[src/hw/lcd_frame_pkg.sv]
// Summary of operation
// static duty: each segment own terminal, driven against single common line
// two commons: multiplexed waveform, half or one-third bias selectable
// software picks one-third bias for three or four commons
// low-power select bit swaps in reduced-toggle waveform on all pins
// low-power mode: latch data and raise flag every second frame only
// synchronous clock: display runs in idle and power-save sleep
// async clock with RC system clock: runs in idle, ADC-noise, power-save
// external clock enable plus async source enables timer pin input buffer
// software disables controller before deep sleep with synchronous clock
// blanking: finish current frame, then all pins to ground, memory kept
// software blanks display before disabling controller
// port mask frees unused segment pins; unused commons return to port
// software sets rate, duty, bias, mask before enable; contrast anytime
// software disables controller before reconfiguring
// memory, blanking, waveform, contrast latched just before each frame
// writes accepted anytime; an update may straddle a frame latch
// software updates from frame-start handler right after the latch
// frame flag set at frame start with the latch; write one clears
// two-bit common count selects static, 1/2, 1/3, 1/4 duty
// commons addressed in order from first, each with its latched row
// enable written zero stops drive at once, pins back to ports
// each frame or frame pair averages zero volts across every segment
package lcd_frame_pkg;

  // ****************************************
  // geometry
  // ****************************************
  localparam int SEG_MAX  = 40;
  localparam int COM_MAX  = 4;
  localparam int DM_WORDS = 20;  // five bytes per common line
  localparam int DM_PER_COM = 5;

  // ****************************************
  // register byte offsets
  // ****************************************
  localparam logic [11:0] OFS_CTRL_A   = 12'h000;
  localparam logic [11:0] OFS_CFG_B    = 12'h004;
  localparam logic [11:0] OFS_FRATE    = 12'h008;
  localparam logic [11:0] OFS_CONTRAST = 12'h00C;
  localparam logic [11:0] OFS_ASYNC    = 12'h010;
  localparam logic [11:0] OFS_STATUS   = 12'h014;
  localparam logic [11:0] OFS_DMEM     = 12'h040;
  localparam logic [11:0] OFS_DMEM_END = 12'h08C;

  // ****************************************
  // field positions
  // ****************************************
  localparam int B_ENABLE   = 7;
  localparam int B_LOWPOWER = 6;
  localparam int B_FLAG     = 4;
  localparam int B_IRQ_EN   = 3;
  localparam int B_BLANK    = 0;
  localparam int B_CLK_SRC  = 7;
  localparam int B_HALFBIAS = 6;
  localparam int B_MUX_LO   = 4;
  localparam int B_PRESC_LO = 4;
  localparam int B_EXT_CLK  = 6;
  localparam int B_ST_RUN   = 7;
  localparam int B_ST_BLANK = 6;
  localparam int B_ST_LP    = 5;
  localparam int B_ST_COM   = 0;

  // ****************************************
  // sleep modes and pin level codes
  // ****************************************
  localparam logic [2:0] SLP_ACTIVE  = 3'h0;
  localparam logic [2:0] SLP_IDLE    = 3'h1;
  localparam logic [2:0] SLP_ADC     = 3'h2;
  localparam logic [2:0] SLP_PSAVE   = 3'h3;
  localparam logic [1:0] LV_GND  = 2'h0;  // ground
  localparam logic [1:0] LV_LOW  = 2'h1;  // 1/3, or mid level in half bias
  localparam logic [1:0] LV_HIGH = 2'h2;  // 2/3
  localparam logic [1:0] LV_TOP  = 2'h3;  // full contrast voltage

  // ****************************************
  // lookup tables
  // ****************************************
  // last count of the ripple prescaler: divide by 16 .. 4096
  localparam logic [11:0] PRESC_LAST [8] = '{12'h00F, 12'h03F, 12'h07F, 12'h0FF,
                                             12'h1FF, 12'h3FF, 12'h7FF, 12'hFFF};
  // segment pins owned by the display per port mask code
  localparam logic [5:0] SEG_USED [16] = '{6'h0D, 6'h0F, 6'h11, 6'h13, 6'h15, 6'h17,
                                           6'h18, 6'h19, 6'h1B, 6'h1D, 6'h1F, 6'h21,
                                           6'h23, 6'h25, 6'h27, 6'h28};

  typedef enum logic {ST_OFF, ST_RUN} seq_state_t;

endpackage

[src/hw/lcd_tick_gen.sv]
`timescale 1ns/1ps
// ****************************************
// prescaler and fine divider for the frame timing
// ****************************************
module lcd_tick_gen
  import lcd_frame_pkg::*;
(
  // clock and reset
  input  wire logic       i_mclk,
  input  wire logic       i_srst,
  // control
  input  wire logic       i_run,
  input  wire logic       i_src_pulse,
  input  wire logic [2:0] i_presc_sel,
  input  wire logic [2:0] i_div_sel,
  // timing output
  output logic            o_tick
);

  logic [11:0] presc_q;
  logic [2:0]  div_q;
  logic        presc_wrap;

  assign presc_wrap = i_src_pulse && (presc_q == PRESC_LAST[i_presc_sel]);

  // ripple prescaler; held clear while stopped so each frame starts aligned
  always_ff @(posedge i_mclk) begin
    if (i_srst || !i_run) begin
      presc_q <= 12'h000;
    end else if (presc_wrap) begin
      presc_q <= 12'h000;
    end else if (i_src_pulse) begin
      presc_q <= presc_q + 12'h001;
    end
  end

  // divide by 1 to 8 after the prescaler
  always_ff @(posedge i_mclk) begin
    if (i_srst || !i_run) begin
      div_q  <= 3'h0;
      o_tick <= 1'b0;
    end else begin
      o_tick <= presc_wrap && (div_q == i_div_sel);
      if (presc_wrap) begin
        div_q <= (div_q == i_div_sel) ? 3'h0 : div_q + 3'h1;
      end
    end
  end

endmodule

[src/hw/lcd_frame_ctrl.sv]
`timescale 1ns/1ps
// ****************************************
// segment display frame control with APB register file
// ****************************************
module lcd_frame_ctrl
  import lcd_frame_pkg::*;
(
  // clock and reset
  input  wire logic                   i_mclk,
  input  wire logic                   i_srst,
  // apb slave
  input  wire logic                   i_psel,
  input  wire logic                   i_penable,
  input  wire logic                   i_pwrite,
  input  wire logic [11:0]            i_paddr,
  input  wire logic [31:0]            i_pwdata,
  output logic      [31:0]            o_prdata,
  output logic                        o_pready,
  output logic                        o_pslverr,
  // clock sources and power state
  input  wire logic                   i_timer_osc_pin_one,
  input  wire logic                   i_sys_clk_is_rc,
  input  wire logic [2:0]             i_sleep_mode,
  output logic                        o_ext_clock_buf_en,
  // pin drive towards the glass
  output logic [2*SEG_MAX-1:0]        o_seg_level,
  output logic [2*COM_MAX-1:0]        o_com_level,
  output logic [SEG_MAX-1:0]          o_seg_drive_en,
  output logic [COM_MAX-1:0]          o_com_drive_en,
  output logic                        o_half_bias,
  output logic [7:0]                  o_contrast
);

  // ****************************************
  // software visible registers
  // ****************************************
  logic       controller_enable_q;
  logic       low_power_waveform_sel_q;
  logic       frame_start_flag_q;
  logic       frame_irq_enable_q;
  logic       display_blank_q;
  logic       lcd_clock_source_sel_q;
  logic       half_bias_select_q;
  logic [1:0] common_count_select_q;
  logic [3:0] segment_port_mask_q;
  logic [2:0] presc_sel_q;
  logic [2:0] frame_clock_divide_q;
  logic [7:0] contrast_control_reg_q;
  logic       ext_clock_input_en_q;
  logic [7:0] display_memory_word_q [DM_WORDS];

  // ****************************************
  // frame sequencer and latches
  // ****************************************
  seq_state_t                    state_q;
  logic [1:0]                    com_q;
  logic                          half_q;
  logic                          pair_q;
  logic                          osc_prev_q;
  logic                          pulse_prev_q;
  logic [DM_WORDS*8-1:0]         lat_mem_q;
  logic                          lat_blank_q;
  logic                          lat_lp_q;

  logic        wr_en;
  logic        acc;
  logic        mapped;
  logic        is_dmem;
  logic [4:0]  dm_idx;
  logic [7:0]  rd_byte;
  logic        tick;
  logic        src_pulse;
  logic        clk_run;
  logic        frame_end;
  logic        frame_start;
  logic        latch_now;
  logic        phase;
  logic [SEG_MAX-1:0] row;

  // ****************************************
  // apb decode
  // ****************************************
  // one wait state so read data and pready both come from flops
  assign acc     = i_psel && i_penable;
  assign wr_en   = acc && o_pready && i_pwrite && !o_pslverr;
  assign is_dmem = (i_paddr >= OFS_DMEM) && (i_paddr <= OFS_DMEM_END);
  assign dm_idx  = 5'((i_paddr - OFS_DMEM) >> 2);
  assign mapped  = (i_paddr[1:0] == 2'h0) && (is_dmem || i_paddr == OFS_CTRL_A
                   || i_paddr == OFS_CFG_B || i_paddr == OFS_FRATE
                   || i_paddr == OFS_CONTRAST || i_paddr == OFS_ASYNC
                   || i_paddr == OFS_STATUS);

  // read mux; reserved bits read as zero
  always_comb begin
    rd_byte = 8'h00;
    if (is_dmem) begin
      rd_byte = display_memory_word_q[dm_idx];
    end else begin
      case (i_paddr)
        OFS_CTRL_A: begin
          rd_byte[B_ENABLE]   = controller_enable_q;
          rd_byte[B_LOWPOWER] = low_power_waveform_sel_q;
          rd_byte[B_FLAG]     = frame_start_flag_q;
          rd_byte[B_IRQ_EN]   = frame_irq_enable_q;
          rd_byte[B_BLANK]    = display_blank_q;
        end
        OFS_CFG_B: begin
          rd_byte = {lcd_clock_source_sel_q, half_bias_select_q,
                     common_count_select_q, segment_port_mask_q};
        end
        OFS_FRATE:    rd_byte = {1'b0, presc_sel_q, 1'b0, frame_clock_divide_q};
        OFS_CONTRAST: rd_byte = contrast_control_reg_q;
        OFS_ASYNC:    rd_byte[B_EXT_CLK] = ext_clock_input_en_q;
        OFS_STATUS: begin
          rd_byte[B_ST_RUN]       = (state_q == ST_RUN);
          rd_byte[B_ST_BLANK]     = lat_blank_q;
          rd_byte[B_ST_LP]        = lat_lp_q;
          rd_byte[B_ST_COM +: 2]  = com_q;
        end
        default: rd_byte = 8'h00;
      endcase
    end
  end

  // handshake and read data
  always_ff @(posedge i_mclk) begin
    if (i_srst) begin
      o_pready  <= 1'b0;
      o_pslverr <= 1'b0;
      o_prdata  <= 32'h0000_0000;
    end else begin
      o_pready  <= acc && !o_pready;
      o_pslverr <= acc && !o_pready && !mapped;
      if (acc && !o_pready) begin
        o_prdata <= mapped ? {24'h00_0000, rd_byte} : 32'h0000_0000;
      end
    end
  end

  // ****************************************
  // control registers
  // ****************************************
  // writes land at any time; latching decides when blank, low-power and contrast show
  always_ff @(posedge i_mclk) begin
    if (i_srst) begin
      controller_enable_q      <= 1'b0;
      low_power_waveform_sel_q <= 1'b0;
      frame_irq_enable_q       <= 1'b0;
      display_blank_q          <= 1'b0;
      lcd_clock_source_sel_q   <= 1'b0;
      half_bias_select_q       <= 1'b0;
      common_count_select_q    <= 2'h0;
      segment_port_mask_q      <= 4'h0;
      presc_sel_q              <= 3'h0;
      frame_clock_divide_q     <= 3'h0;
      contrast_control_reg_q   <= 8'h00;
      ext_clock_input_en_q     <= 1'b0;
    end else if (wr_en) begin
      case (i_paddr)
        OFS_CTRL_A: begin
          controller_enable_q      <= i_pwdata[B_ENABLE];
          low_power_waveform_sel_q <= i_pwdata[B_LOWPOWER];
          frame_irq_enable_q       <= i_pwdata[B_IRQ_EN];
          display_blank_q          <= i_pwdata[B_BLANK];
        end
        OFS_CFG_B: begin
          lcd_clock_source_sel_q <= i_pwdata[B_CLK_SRC];
          half_bias_select_q     <= i_pwdata[B_HALFBIAS];
          common_count_select_q  <= i_pwdata[B_MUX_LO +: 2];
          segment_port_mask_q    <= i_pwdata[3:0];
        end
        OFS_FRATE: begin
          presc_sel_q          <= i_pwdata[B_PRESC_LO +: 3];
          frame_clock_divide_q <= i_pwdata[2:0];
        end
        OFS_CONTRAST: contrast_control_reg_q <= i_pwdata[7:0];
        OFS_ASYNC:    ext_clock_input_en_q   <= i_pwdata[B_EXT_CLK];
        default: ;
      endcase
    end
  end

  // display memory words
  always_ff @(posedge i_mclk) begin
    if (i_srst) begin
      for (int i = 0; i < DM_WORDS; i++) begin
        display_memory_word_q[i] <= 8'h00;
      end
    end else if (wr_en && is_dmem) begin
      display_memory_word_q[dm_idx] <= i_pwdata[7:0];
    end
  end

  // frame flag: hardware set wins over a write-one clear
  always_ff @(posedge i_mclk) begin
    if (i_srst) begin
      frame_start_flag_q <= 1'b0;
    end else if (latch_now) begin
      frame_start_flag_q <= 1'b1;
    end else if (wr_en && i_paddr == OFS_CTRL_A && i_pwdata[B_FLAG]) begin
      frame_start_flag_q <= 1'b0;
    end
  end

  // ****************************************
  // clock source and sleep behaviour
  // ****************************************
  // the timer pin is taken as synchronous, so a plain edge detect suffices
  always_ff @(posedge i_mclk) begin
    if (i_srst) begin
      osc_prev_q <= 1'b0;
    end else begin
      osc_prev_q <= i_timer_osc_pin_one;
    end
  end

  assign src_pulse = lcd_clock_source_sel_q ? (i_timer_osc_pin_one && !osc_prev_q) : 1'b1;

  // lcd clock pulse of the previous cycle; the prescaler stays clear until
  // one has passed, so the first tick is a whole lcd period away
  always_ff @(posedge i_mclk) begin
    if (i_srst) begin
      pulse_prev_q <= 1'b0;
    end else begin
      pulse_prev_q <= src_pulse;
    end
  end

  // sync source lives through idle and power-save only; async with RC
  // system clock also survives ADC noise reduction
  always_comb begin
    case (i_sleep_mode)
      SLP_ACTIVE: clk_run = 1'b1;
      SLP_IDLE:   clk_run = 1'b1;
      SLP_PSAVE:  clk_run = 1'b1;
      SLP_ADC:    clk_run = lcd_clock_source_sel_q && i_sys_clk_is_rc;
      default:    clk_run = 1'b0;
    endcase
  end

  always_ff @(posedge i_mclk) begin
    if (i_srst) begin
      o_ext_clock_buf_en <= 1'b0;
    end else begin
      o_ext_clock_buf_en <= ext_clock_input_en_q && lcd_clock_source_sel_q;
    end
  end

  lcd_tick_gen u_tick (
    .i_mclk      (i_mclk),
    .i_srst      (i_srst),
    .i_run       (controller_enable_q && clk_run && (pulse_prev_q || state_q == ST_RUN)),
    .i_src_pulse (src_pulse),
    .i_presc_sel (presc_sel_q),
    .i_div_sel   (frame_clock_divide_q),
    .o_tick      (tick)
  );

  // ****************************************
  // frame sequencer
  // ****************************************
  // each common gets two half phases, of opposite polarity in the default waveform
  assign frame_end   = tick && half_q && (com_q == common_count_select_q);
  assign frame_start = ((state_q == ST_OFF) && controller_enable_q && pulse_prev_q) || frame_end;
  // low-power: one latch per frame pair, pair_q marks the first frame
  assign latch_now   = frame_start && (!lat_lp_q || !pair_q || state_q == ST_OFF);

  always_ff @(posedge i_mclk) begin
    if (i_srst || !controller_enable_q) begin
      state_q <= ST_OFF;
      com_q   <= 2'h0;
      half_q  <= 1'b0;
      pair_q  <= 1'b0;
    end else begin
      case (state_q)
        ST_OFF: begin
          // start just after an lcd clock so the first half phase is full length
          if (pulse_prev_q) begin
            state_q <= ST_RUN;
            pair_q  <= 1'b1;
          end
        end
        ST_RUN: begin
          if (tick) begin
            half_q <= !half_q;
            if (half_q) begin
              com_q <= (com_q == common_count_select_q) ? 2'h0 : com_q + 2'h1;
            end
          end
          if (frame_start) begin
            pair_q <= latch_now;
          end
        end
        default: state_q <= ST_OFF;
      endcase
    end
  end

  // latch memory and latched controls just before a frame begins
  always_ff @(posedge i_mclk) begin
    if (i_srst) begin
      lat_mem_q   <= '0;
      lat_blank_q <= 1'b0;
      lat_lp_q    <= 1'b0;
      o_contrast  <= 8'h00;
    end else if (latch_now) begin
      for (int i = 0; i < DM_WORDS; i++) begin
        lat_mem_q[i*8 +: 8] <= display_memory_word_q[i];
      end
      lat_blank_q <= display_blank_q;
      lat_lp_q    <= low_power_waveform_sel_q;
      o_contrast  <= contrast_control_reg_q;
    end
  end

  // ****************************************
  // output decoder
  // ****************************************
  // default waveform flips every half phase; low-power flips per frame,
  // so the pair of frames cancels out instead
  assign phase = lat_lp_q ? !pair_q : half_q;
  assign row   = lat_mem_q[int'(com_q) * SEG_MAX +: SEG_MAX];

  generate
    for (genvar s = 0; s < SEG_MAX; s++) begin : g_seg
      always_ff @(posedge i_mclk) begin
        if (i_srst || state_q == ST_OFF) begin
          o_seg_level[2*s +: 2] <= LV_GND;
          o_seg_drive_en[s]     <= 1'b0;
        end else begin
          o_seg_drive_en[s] <= (6'(s) < SEG_USED[segment_port_mask_q]);
          if (lat_blank_q) begin
            o_seg_level[2*s +: 2] <= LV_GND;
          end else if (row[s]) begin
            o_seg_level[2*s +: 2] <= phase ? LV_GND : LV_TOP;
          end else if (common_count_select_q == 2'h0) begin
            o_seg_level[2*s +: 2] <= phase ? LV_TOP : LV_GND;
          end else if (half_bias_select_q) begin
            o_seg_level[2*s +: 2] <= LV_LOW;
          end else begin
            o_seg_level[2*s +: 2] <= phase ? LV_HIGH : LV_LOW;
          end
        end
      end
    end

    for (genvar c = 0; c < COM_MAX; c++) begin : g_com
      always_ff @(posedge i_mclk) begin
        if (i_srst || state_q == ST_OFF) begin
          o_com_level[2*c +: 2] <= LV_GND;
          o_com_drive_en[c]     <= 1'b0;
        end else begin
          o_com_drive_en[c] <= (2'(c) <= common_count_select_q);
          if (lat_blank_q) begin
            o_com_level[2*c +: 2] <= LV_GND;
          end else if (2'(c) > common_count_select_q) begin
            o_com_level[2*c +: 2] <= LV_GND;
          end else if (2'(c) == com_q) begin
            o_com_level[2*c +: 2] <= phase ? LV_TOP : LV_GND;
          end else if (half_bias_select_q) begin
            o_com_level[2*c +: 2] <= LV_LOW;
          end else begin
            o_com_level[2*c +: 2] <= phase ? LV_LOW : LV_HIGH;
          end
        end
      end
    end
  endgenerate

  // bias choice goes to the analog level generator
  always_ff @(posedge i_mclk) begin
    if (i_srst) begin
      o_half_bias <= 1'b0;
    end else begin
      o_half_bias <= half_bias_select_q && (common_count_select_q != 2'h0);
    end
  end

endmodule

[config.mk]
export PLATFORM = sky130hd
export DESIGN_NAME = lcd_frame_ctrl
export DESIGN_NICKNAME = d
export VERILOG_FILES = /design/src/hw/lcd_frame_pkg.sv /design/src/hw/lcd_tick_gen.sv /design/src/hw/lcd_frame_ctrl.sv
export SDC_FILE = /design/constraint.sdc
export NUM_CORES = 1
export LEC_CHECK = 0
export BUFFER_PORTS_ARGS = -buffer_cell sky130_fd_sc_hd__buf_2
export CAP_MARGIN = 20
export CELL_PAD_IN_SITES_DETAIL_PLACEMENT = 0
export CELL_PAD_IN_SITES_GLOBAL_PLACEMENT = 2
export CORE_AREA = 8 8 313 239
export DETAILED_ROUTE_END_ITERATION = 6
export DIE_AREA = 0 0 321 247
export PLACE_DENSITY = 0.74
export SLEW_MARGIN = 20
export SYNTH_ARGS = -nofsm -noshare
export SYNTH_HDL_FRONTEND = slang
export SYNTH_SLANG_ARGS = --single-unit
[constraint.sdc]
create_clock -name i_mclk -period 3.28 [get_ports i_mclk]
set_input_delay 0.328 -clock i_mclk [delete_from_list [all_inputs] [get_ports i_mclk]]
set_output_delay 0.328 -clock i_mclk [all_outputs]
set_load 0.02 [all_outputs]
**Yosys cells after proc, flatten, opt, wreduce, memory -nomap -nowiden**

Memories as Yosys holds them, arrays and structs flattened. A register that Yosys moved wholly into a read port is not among the register bits.
Index checks and enable logic that the tools add are counted.

- Flip-flop bits (word level): 229
- Latch bits: 0
- RAM bits: 160
- Memory bits (read-only): 192
- Bits of input ports: 54
- Output and inout port bits: 176
- Logic and storage cells: 351
- Memories kept: 3

Memory list:

| name | words | bits a word | read ports | clocked after Yosys merged registers in | write ports | RTL line | RTL |
|---|---|---|---|---|---|---|---|
| display_memory_word_q | 20 | 8 | 21 | 20 | 20 | lcd_frame_ctrl.sv:50 | `logic [7:0] display_memory_word_q [DM_WORDS];` |
| (name not given) | 16 | 6 | 1 | 0 | 0 | lcd_frame_ctrl.sv:331 | `o_seg_drive_en[s] <= (6'(s) < SEG_USED[segment_port_mask_q]);` |
| (name not given) | 8 | 12 | 1 | 0 | 0 | lcd_tick_gen.sv:24 | `assign presc_wrap = i_src_pulse && (presc_q == PRESC_LAST[i_presc_sel]);` |

- Add/sub/neg operators: 4
- Multiply operators: 1
- Div/mod/pow operators: 0
- Magnitude comparators: 52
- Equal/unequal tests: 16
- Shifts and indexed selects: 1
- Muxes and demuxes: 84
- Bitwise gates (word level): 3
- Reductions and logical operators: 69

Operators with widths:

| kind | number |
|---|---|
| variable part select 160 x 9 -> 40 bit | 1 |
| two-way mux 2 bit | 52 |
| less-than comparator 5 x 6 -> 1 bit (first input constant) | 16 |
| less-than comparator 4 x 6 -> 1 bit (first input constant) | 8 |
| less-than comparator 6 bit (first input constant) | 8 |
| == test 12 x 4 -> 1 bit (second input constant) | 2 |
| == test 12 x 5 -> 1 bit (second input constant) | 2 |
| logical AND 1 bit | 24 |
| less-than comparator 3 x 6 -> 1 bit (first input constant) | 4 |
| two-way mux 12 bit | 2 |
| two-way mux 8 bit | 3 |
| OR reduction 3 bit | 5 |
| two-way mux 1 bit | 14 |
| AND reduction 2 bit | 7 |
| logical OR 1 bit | 13 |
| adder 12 x 1 -> 12 bit (second input constant) | 1 |
| == test 12 bit | 1 |
| == test 12 x 3 -> 1 bit (second input constant) | 1 |
| >= comparator 12 x 7 -> 1 bit (second input constant) | 1 |
| less-or-equal comparator 12 x 8 -> 1 bit (second input constant) | 1 |
| zero test 12 bit | 1 |
| less-than comparator 1 x 6 -> 1 bit (first input constant) | 2 |
| less-than comparator 2 x 6 -> 1 bit (first input constant) | 2 |
| two-way mux 6 bit | 2 |
| other kinds (36) | 57 |

**Longest topological paths before layout**

- Word-level depth: 11
- Depth in mapped cells: 9
- Gate-level depth less buffers: 7

**Cells and area by module**

A second synthesis with hierarchy kept.

- Cells, all modules: 2236
- Area, all modules: 24126.9 um2

Modules (own cells, without submodules):

| module | instances | cells each | area each (um2) | seq. area each (um2) |
|---|---|---|---|---|
| lcd_frame_ctrl | 1 | 2124 | 23159.7 | 13232.7 |
| lcd_tick_gen | 1 | 112 | 967.2 | 320.3 |

**Worst setup path before layout**

Ideal clock, no wire load.

- Path type: input -> register
- Start point: in i_paddr[9]
- End point: mem display_memory_word_q[5][0] (enable)
- Setup time: 0.309 ns
- Arrival: 1.695 ns
- Required time: 2.971 ns
- Setup slack: 1.276 ns
- Stages: 5
- Buffers on the path: 1
- Cells stage by stage: nor4_2 buf_2 nand4_2 nor2_1 or2_2

RTL lines:

| what | RTL line | RTL |
|---|---|---|
| start: declaration | lcd_frame_ctrl.sv:15 | `input wire logic [11:0] i_paddr,` |
| end: declaration | lcd_frame_ctrl.sv:50 |  |

==> results.py <==
metrics = {
    "die": {
        "fp-row-count": 84,
        "start_util": 0.348,
        "die_h_um": 247,
        "ios": 230,
        "coreArea_um2": 69600,
        "dieArea_um2": 79300,
        "die_w_um": 321,
    },
    "yosys": {
        "yosysTopAreaCell": "dfxtp_1",
        "yosysSeqAreaShare": 0.550,
        "synth_area_per_cell_um2": 10.7,
        "synth_top_area_frac": 0.302,
        "synth_edf_count": 200,
        "synthFlopType": "dfxtp_1",
        "ys_warn_count": 0,
        "yosysUniqueCellTypes": 84,
        "syn_area_um2": 24200,
        "synth_area_leaders": "dfxtp_1 (30%), edfxtp_1 (25%), mux2i_1 (6.6%)",
        "syn_inst": 2258,
        "synth_async_sr_flop_share": 0,
        "synth_seq_cells": 565,
    },
    "critical_path": {
        "end_kind": "register",
        "reg2regPathDepth": 5,
        "critPathLaunchType": "input port",
        "rrSetupSlack_ns": 0.64,
        "worstReg2RegStart": "o_pready$_SDFF_PP0_",
        "cp-endpoint": "display_memory_word_q[18][1]$_SDFFCE_PN0P_",
        "cp.required_ns": 3.59,
        "worstReg2RegEnd": "display_memory_word_q[18][1]$_SDFFCE_PN0P_",
        "startpoint": "i_srst",
        "crit_arrival_ns": 3.01,
        "worstSetupPathType": "input port to register",
        "worstPathMaxFanout": 28,
    },
    "sta": {
        "finalHoldViolCount": 0,
        "fin_worst_skew_ns": 0.0278,
        "fin_crit_ns": 2.70,
        "setup_tns_ns": 0,
        "timing.fmax_mhz": 370,
        "worst_slew_pin_slew_ns": 1.03,
        "slew_violations": 0,
        "max_slew_margin": 0.314,
        "worst_slack_ns": 0.577,
        "rsz0062_at_grt": "no",
        "setup_viol": 0,
        "fin_crit_sh": 0.824,
    },
    "global_routing": {
        "grt_max_degree": 201,
        "use_met2": 0.273,
        "grt_overflow": 0,
        "grt_pass1_vias": 17000,
        "grt_use_total": 0.190,
        "grt_busiest_layer": "met1",
        "grt_first_pass_wirelength_mm": 114,
        "antenna_found_initial": 7,
        "met3_usage": 0.0526,
        "groute.layer.met1.usage": 0.277,
    },
    "clock_tree": {
        "cts-root-buf": "clkbuf_16",
        "cts_buffer_depth": 3,
        "clock_sinks": 565,
        "hold_buffers": 4,
        "cts_made_buffers": 58,
        "h-tree-depth": 2,
        "cts_setup_buffers": 0,
        "clk_pin_slew_ns": 0.06,
        "clk_latency_ns": 0.64,
        "cts_tree": "built",
        "cts_resized": 0,
    },
    "run": {
        "cap_viol_max_count": 0,
    },
    "drt": {
        "firstDrtPassIters": 5,
        "vias": 17400,
        "avgViaCountPerCell": 5.10,
        "routed_wl_mm": 77.2,
        "wl_per_cell_um": 22.6,
        "ant_nets": 0,
        "detail_route.iter0.violations": 1527,
        "drc_errors": 0,
    },
    "pwr": {
        "power_per_cell_area_nw_per_um2": 527,
        "power_w": 0.0147,
        "irDropWorstVdd_mv": 0.408,
        "leakage_nw": 10.3,
    },
    "place": {
        "preCtsSetupSlack_ns": 0.433,
        "dpl_cell_area_um2": 25900,
        "dp_hpwl_mm": 54.5,
        "io_buffer_count": 181,
        "gp_congestion": 0.907,
    },
    "worst_hold_path": {
        "hp-class": "input port to register",
        "holdCritStartpoint": "i_penable",
    },
    "final_layout": {
        "final_area_um2": 27800,
        "fin_util": 0.400,
        "nets": 2482,
        "syn2layout_area_growth_pct": 15.0,
        "drive_above_1_share": 0.188,
    },
    "run_status": {
        "status": "completed",
    },
}
[state kept, by name (all words and copies together), names as in the netlist, 12 cells and up]
register / flops
display_memory_word_q: 200
lat_mem_q: 160
o_seg_drive_en: 40
o_seg_level: 80
u_tick.presc_q: 12
[cells in the final DEF (no fill, tap or decap), drive strengths merged, types with 5 or more instances in the layout]
cell	instances
nand2	373
dfxtp	365
buf	218
a21oi	212
edfxtp	200
nor2	174
mux2i	160
and2	148
clkbuf	84
conb	64
mux2	50
mux4	49
a22oi	46
nor3	45
or2	23
inv	19
nand3	18
clkinv	17
nand4	15
o21ai	15
xor2	12
ha	12
nand2b	12
a31oi	10
nor2b	9
and3	8
xnor2	7
or3	7
nor4	6
o211ai	5
nor3b	5
a22o	5
bufinv	5
[worst min path at each step]
stage	end	slack, ns	cells after the start
4_1_cts	o_pready$_SDFF_PP0_	0.06	3
2_1_floorplan	o_ext_clock_buf_en$_SDFF_PP0_	0.42	2
6_report	o_pready$_SDFF_PP0_	0.09	3
3_5_place_dp	o_contrast[7]$_SDFFE_PP0P_	0.45	2
3_3_place_gp	lat_mem_q[28]$_SDFFE_PP0P_	0.44	2
5_1_grt	display_memory_word_q[25][4]$_DFFE_PP_	0.07	1
[cell usage after synthesis (4+ instances only)]
cell type	instances
nand2_1	372
dfxtp_1	365
a21oi_1	210
edfxtp_1	200
nor2_1	169
mux2i_1	160
and2_1	148
clkbuf_1	93
mux2_2	50
mux4_2	49
a22oi_1	46
nor3_1	43
buf_4	41
buf_2	31
or2_2	22
inv_1	17
nand3_1	16
ha_1	12
nand2b_1	12
xor2_1	12
nand4_1	11
a31oi_1	10
buf_8	10
o21ai_0	10
nor2b_1	9
and3_1	8
buf_6	7
xnor2_1	7
or3_1	6
a22o_1	5
nor2_2	5
nor3b_1	5
o211ai_1	5
o21ai_1	5
and4b_1	4
nand3b_1	4
nand4_2	4
o31ai_1	4
or4_1	4
[report_power, final]
part | switching (W) | internal (W)
clock network | 0.00284 | 0.00384
logic | 0.000401 | 0.000135
registers | 0.0000799 | 0.00735
[logic make-up (layout without fill, tap and decap cells)]
family | after synthesis | in the layout | synth area share
AO/OA/AOI/OAI | 332 | 332 | 0.0825
XOR/XNOR | 19 | 19 | 0.00688
adder cells (fa/ha/maj) | 12 | 12 | 0.00621
buffers and inverters | 204 | 347 | 0.0473
flip-flops | 565 | 565 | 0.550
multiplexers | 259 | 259 | 0.135
other | 1 | 65 | 0.000155
AND/OR/NAND/NOR | 866 | 866 | 0.171
[worst max-delay path: stages]
cell and delay [ns]:
dlygate4sd3_1 0.55, buf_6 0.20, nor3_2 0.45, nand4_2 0.59, nor2_1 0.55, or2_2 0.32
[through the flow]
step / hold WS [ns] / std cells
final: 0.0938 / 3411
after global routing: 0.0731 / 3410
after global placement: 0.441 / 3298
after detailed placement: 0.445 / 3298
after CTS: 0.0604 / 3410
after floorplan: 0.423 / 2321
[layout make-up]
cell class | instances | area [µm²]
Tap cell | 946 | 1180
Multi-Input combinational cell | 1552 | 10000
Timing Repair Buffer | 222 | 1320
Fill cell | 6832 | 41800
Antenna cell | 1 | 2.50
Sequential cell | 565 | 13300
Clock buffer | 84 | 1620
Inverter | 17 | 63.8
Clock inverter | 24 | 293
[layer usage]
layer  routed length, µm  up-vias  share of wire
met1               36600     8571           0.47
li1                    -     8126              -
met4                1800       10          0.023
met5                  62        -        0.00080
met2               32000      590           0.41
met3                6730      116          0.087
No activity file was read; power rests on OpenSTA's default activity.
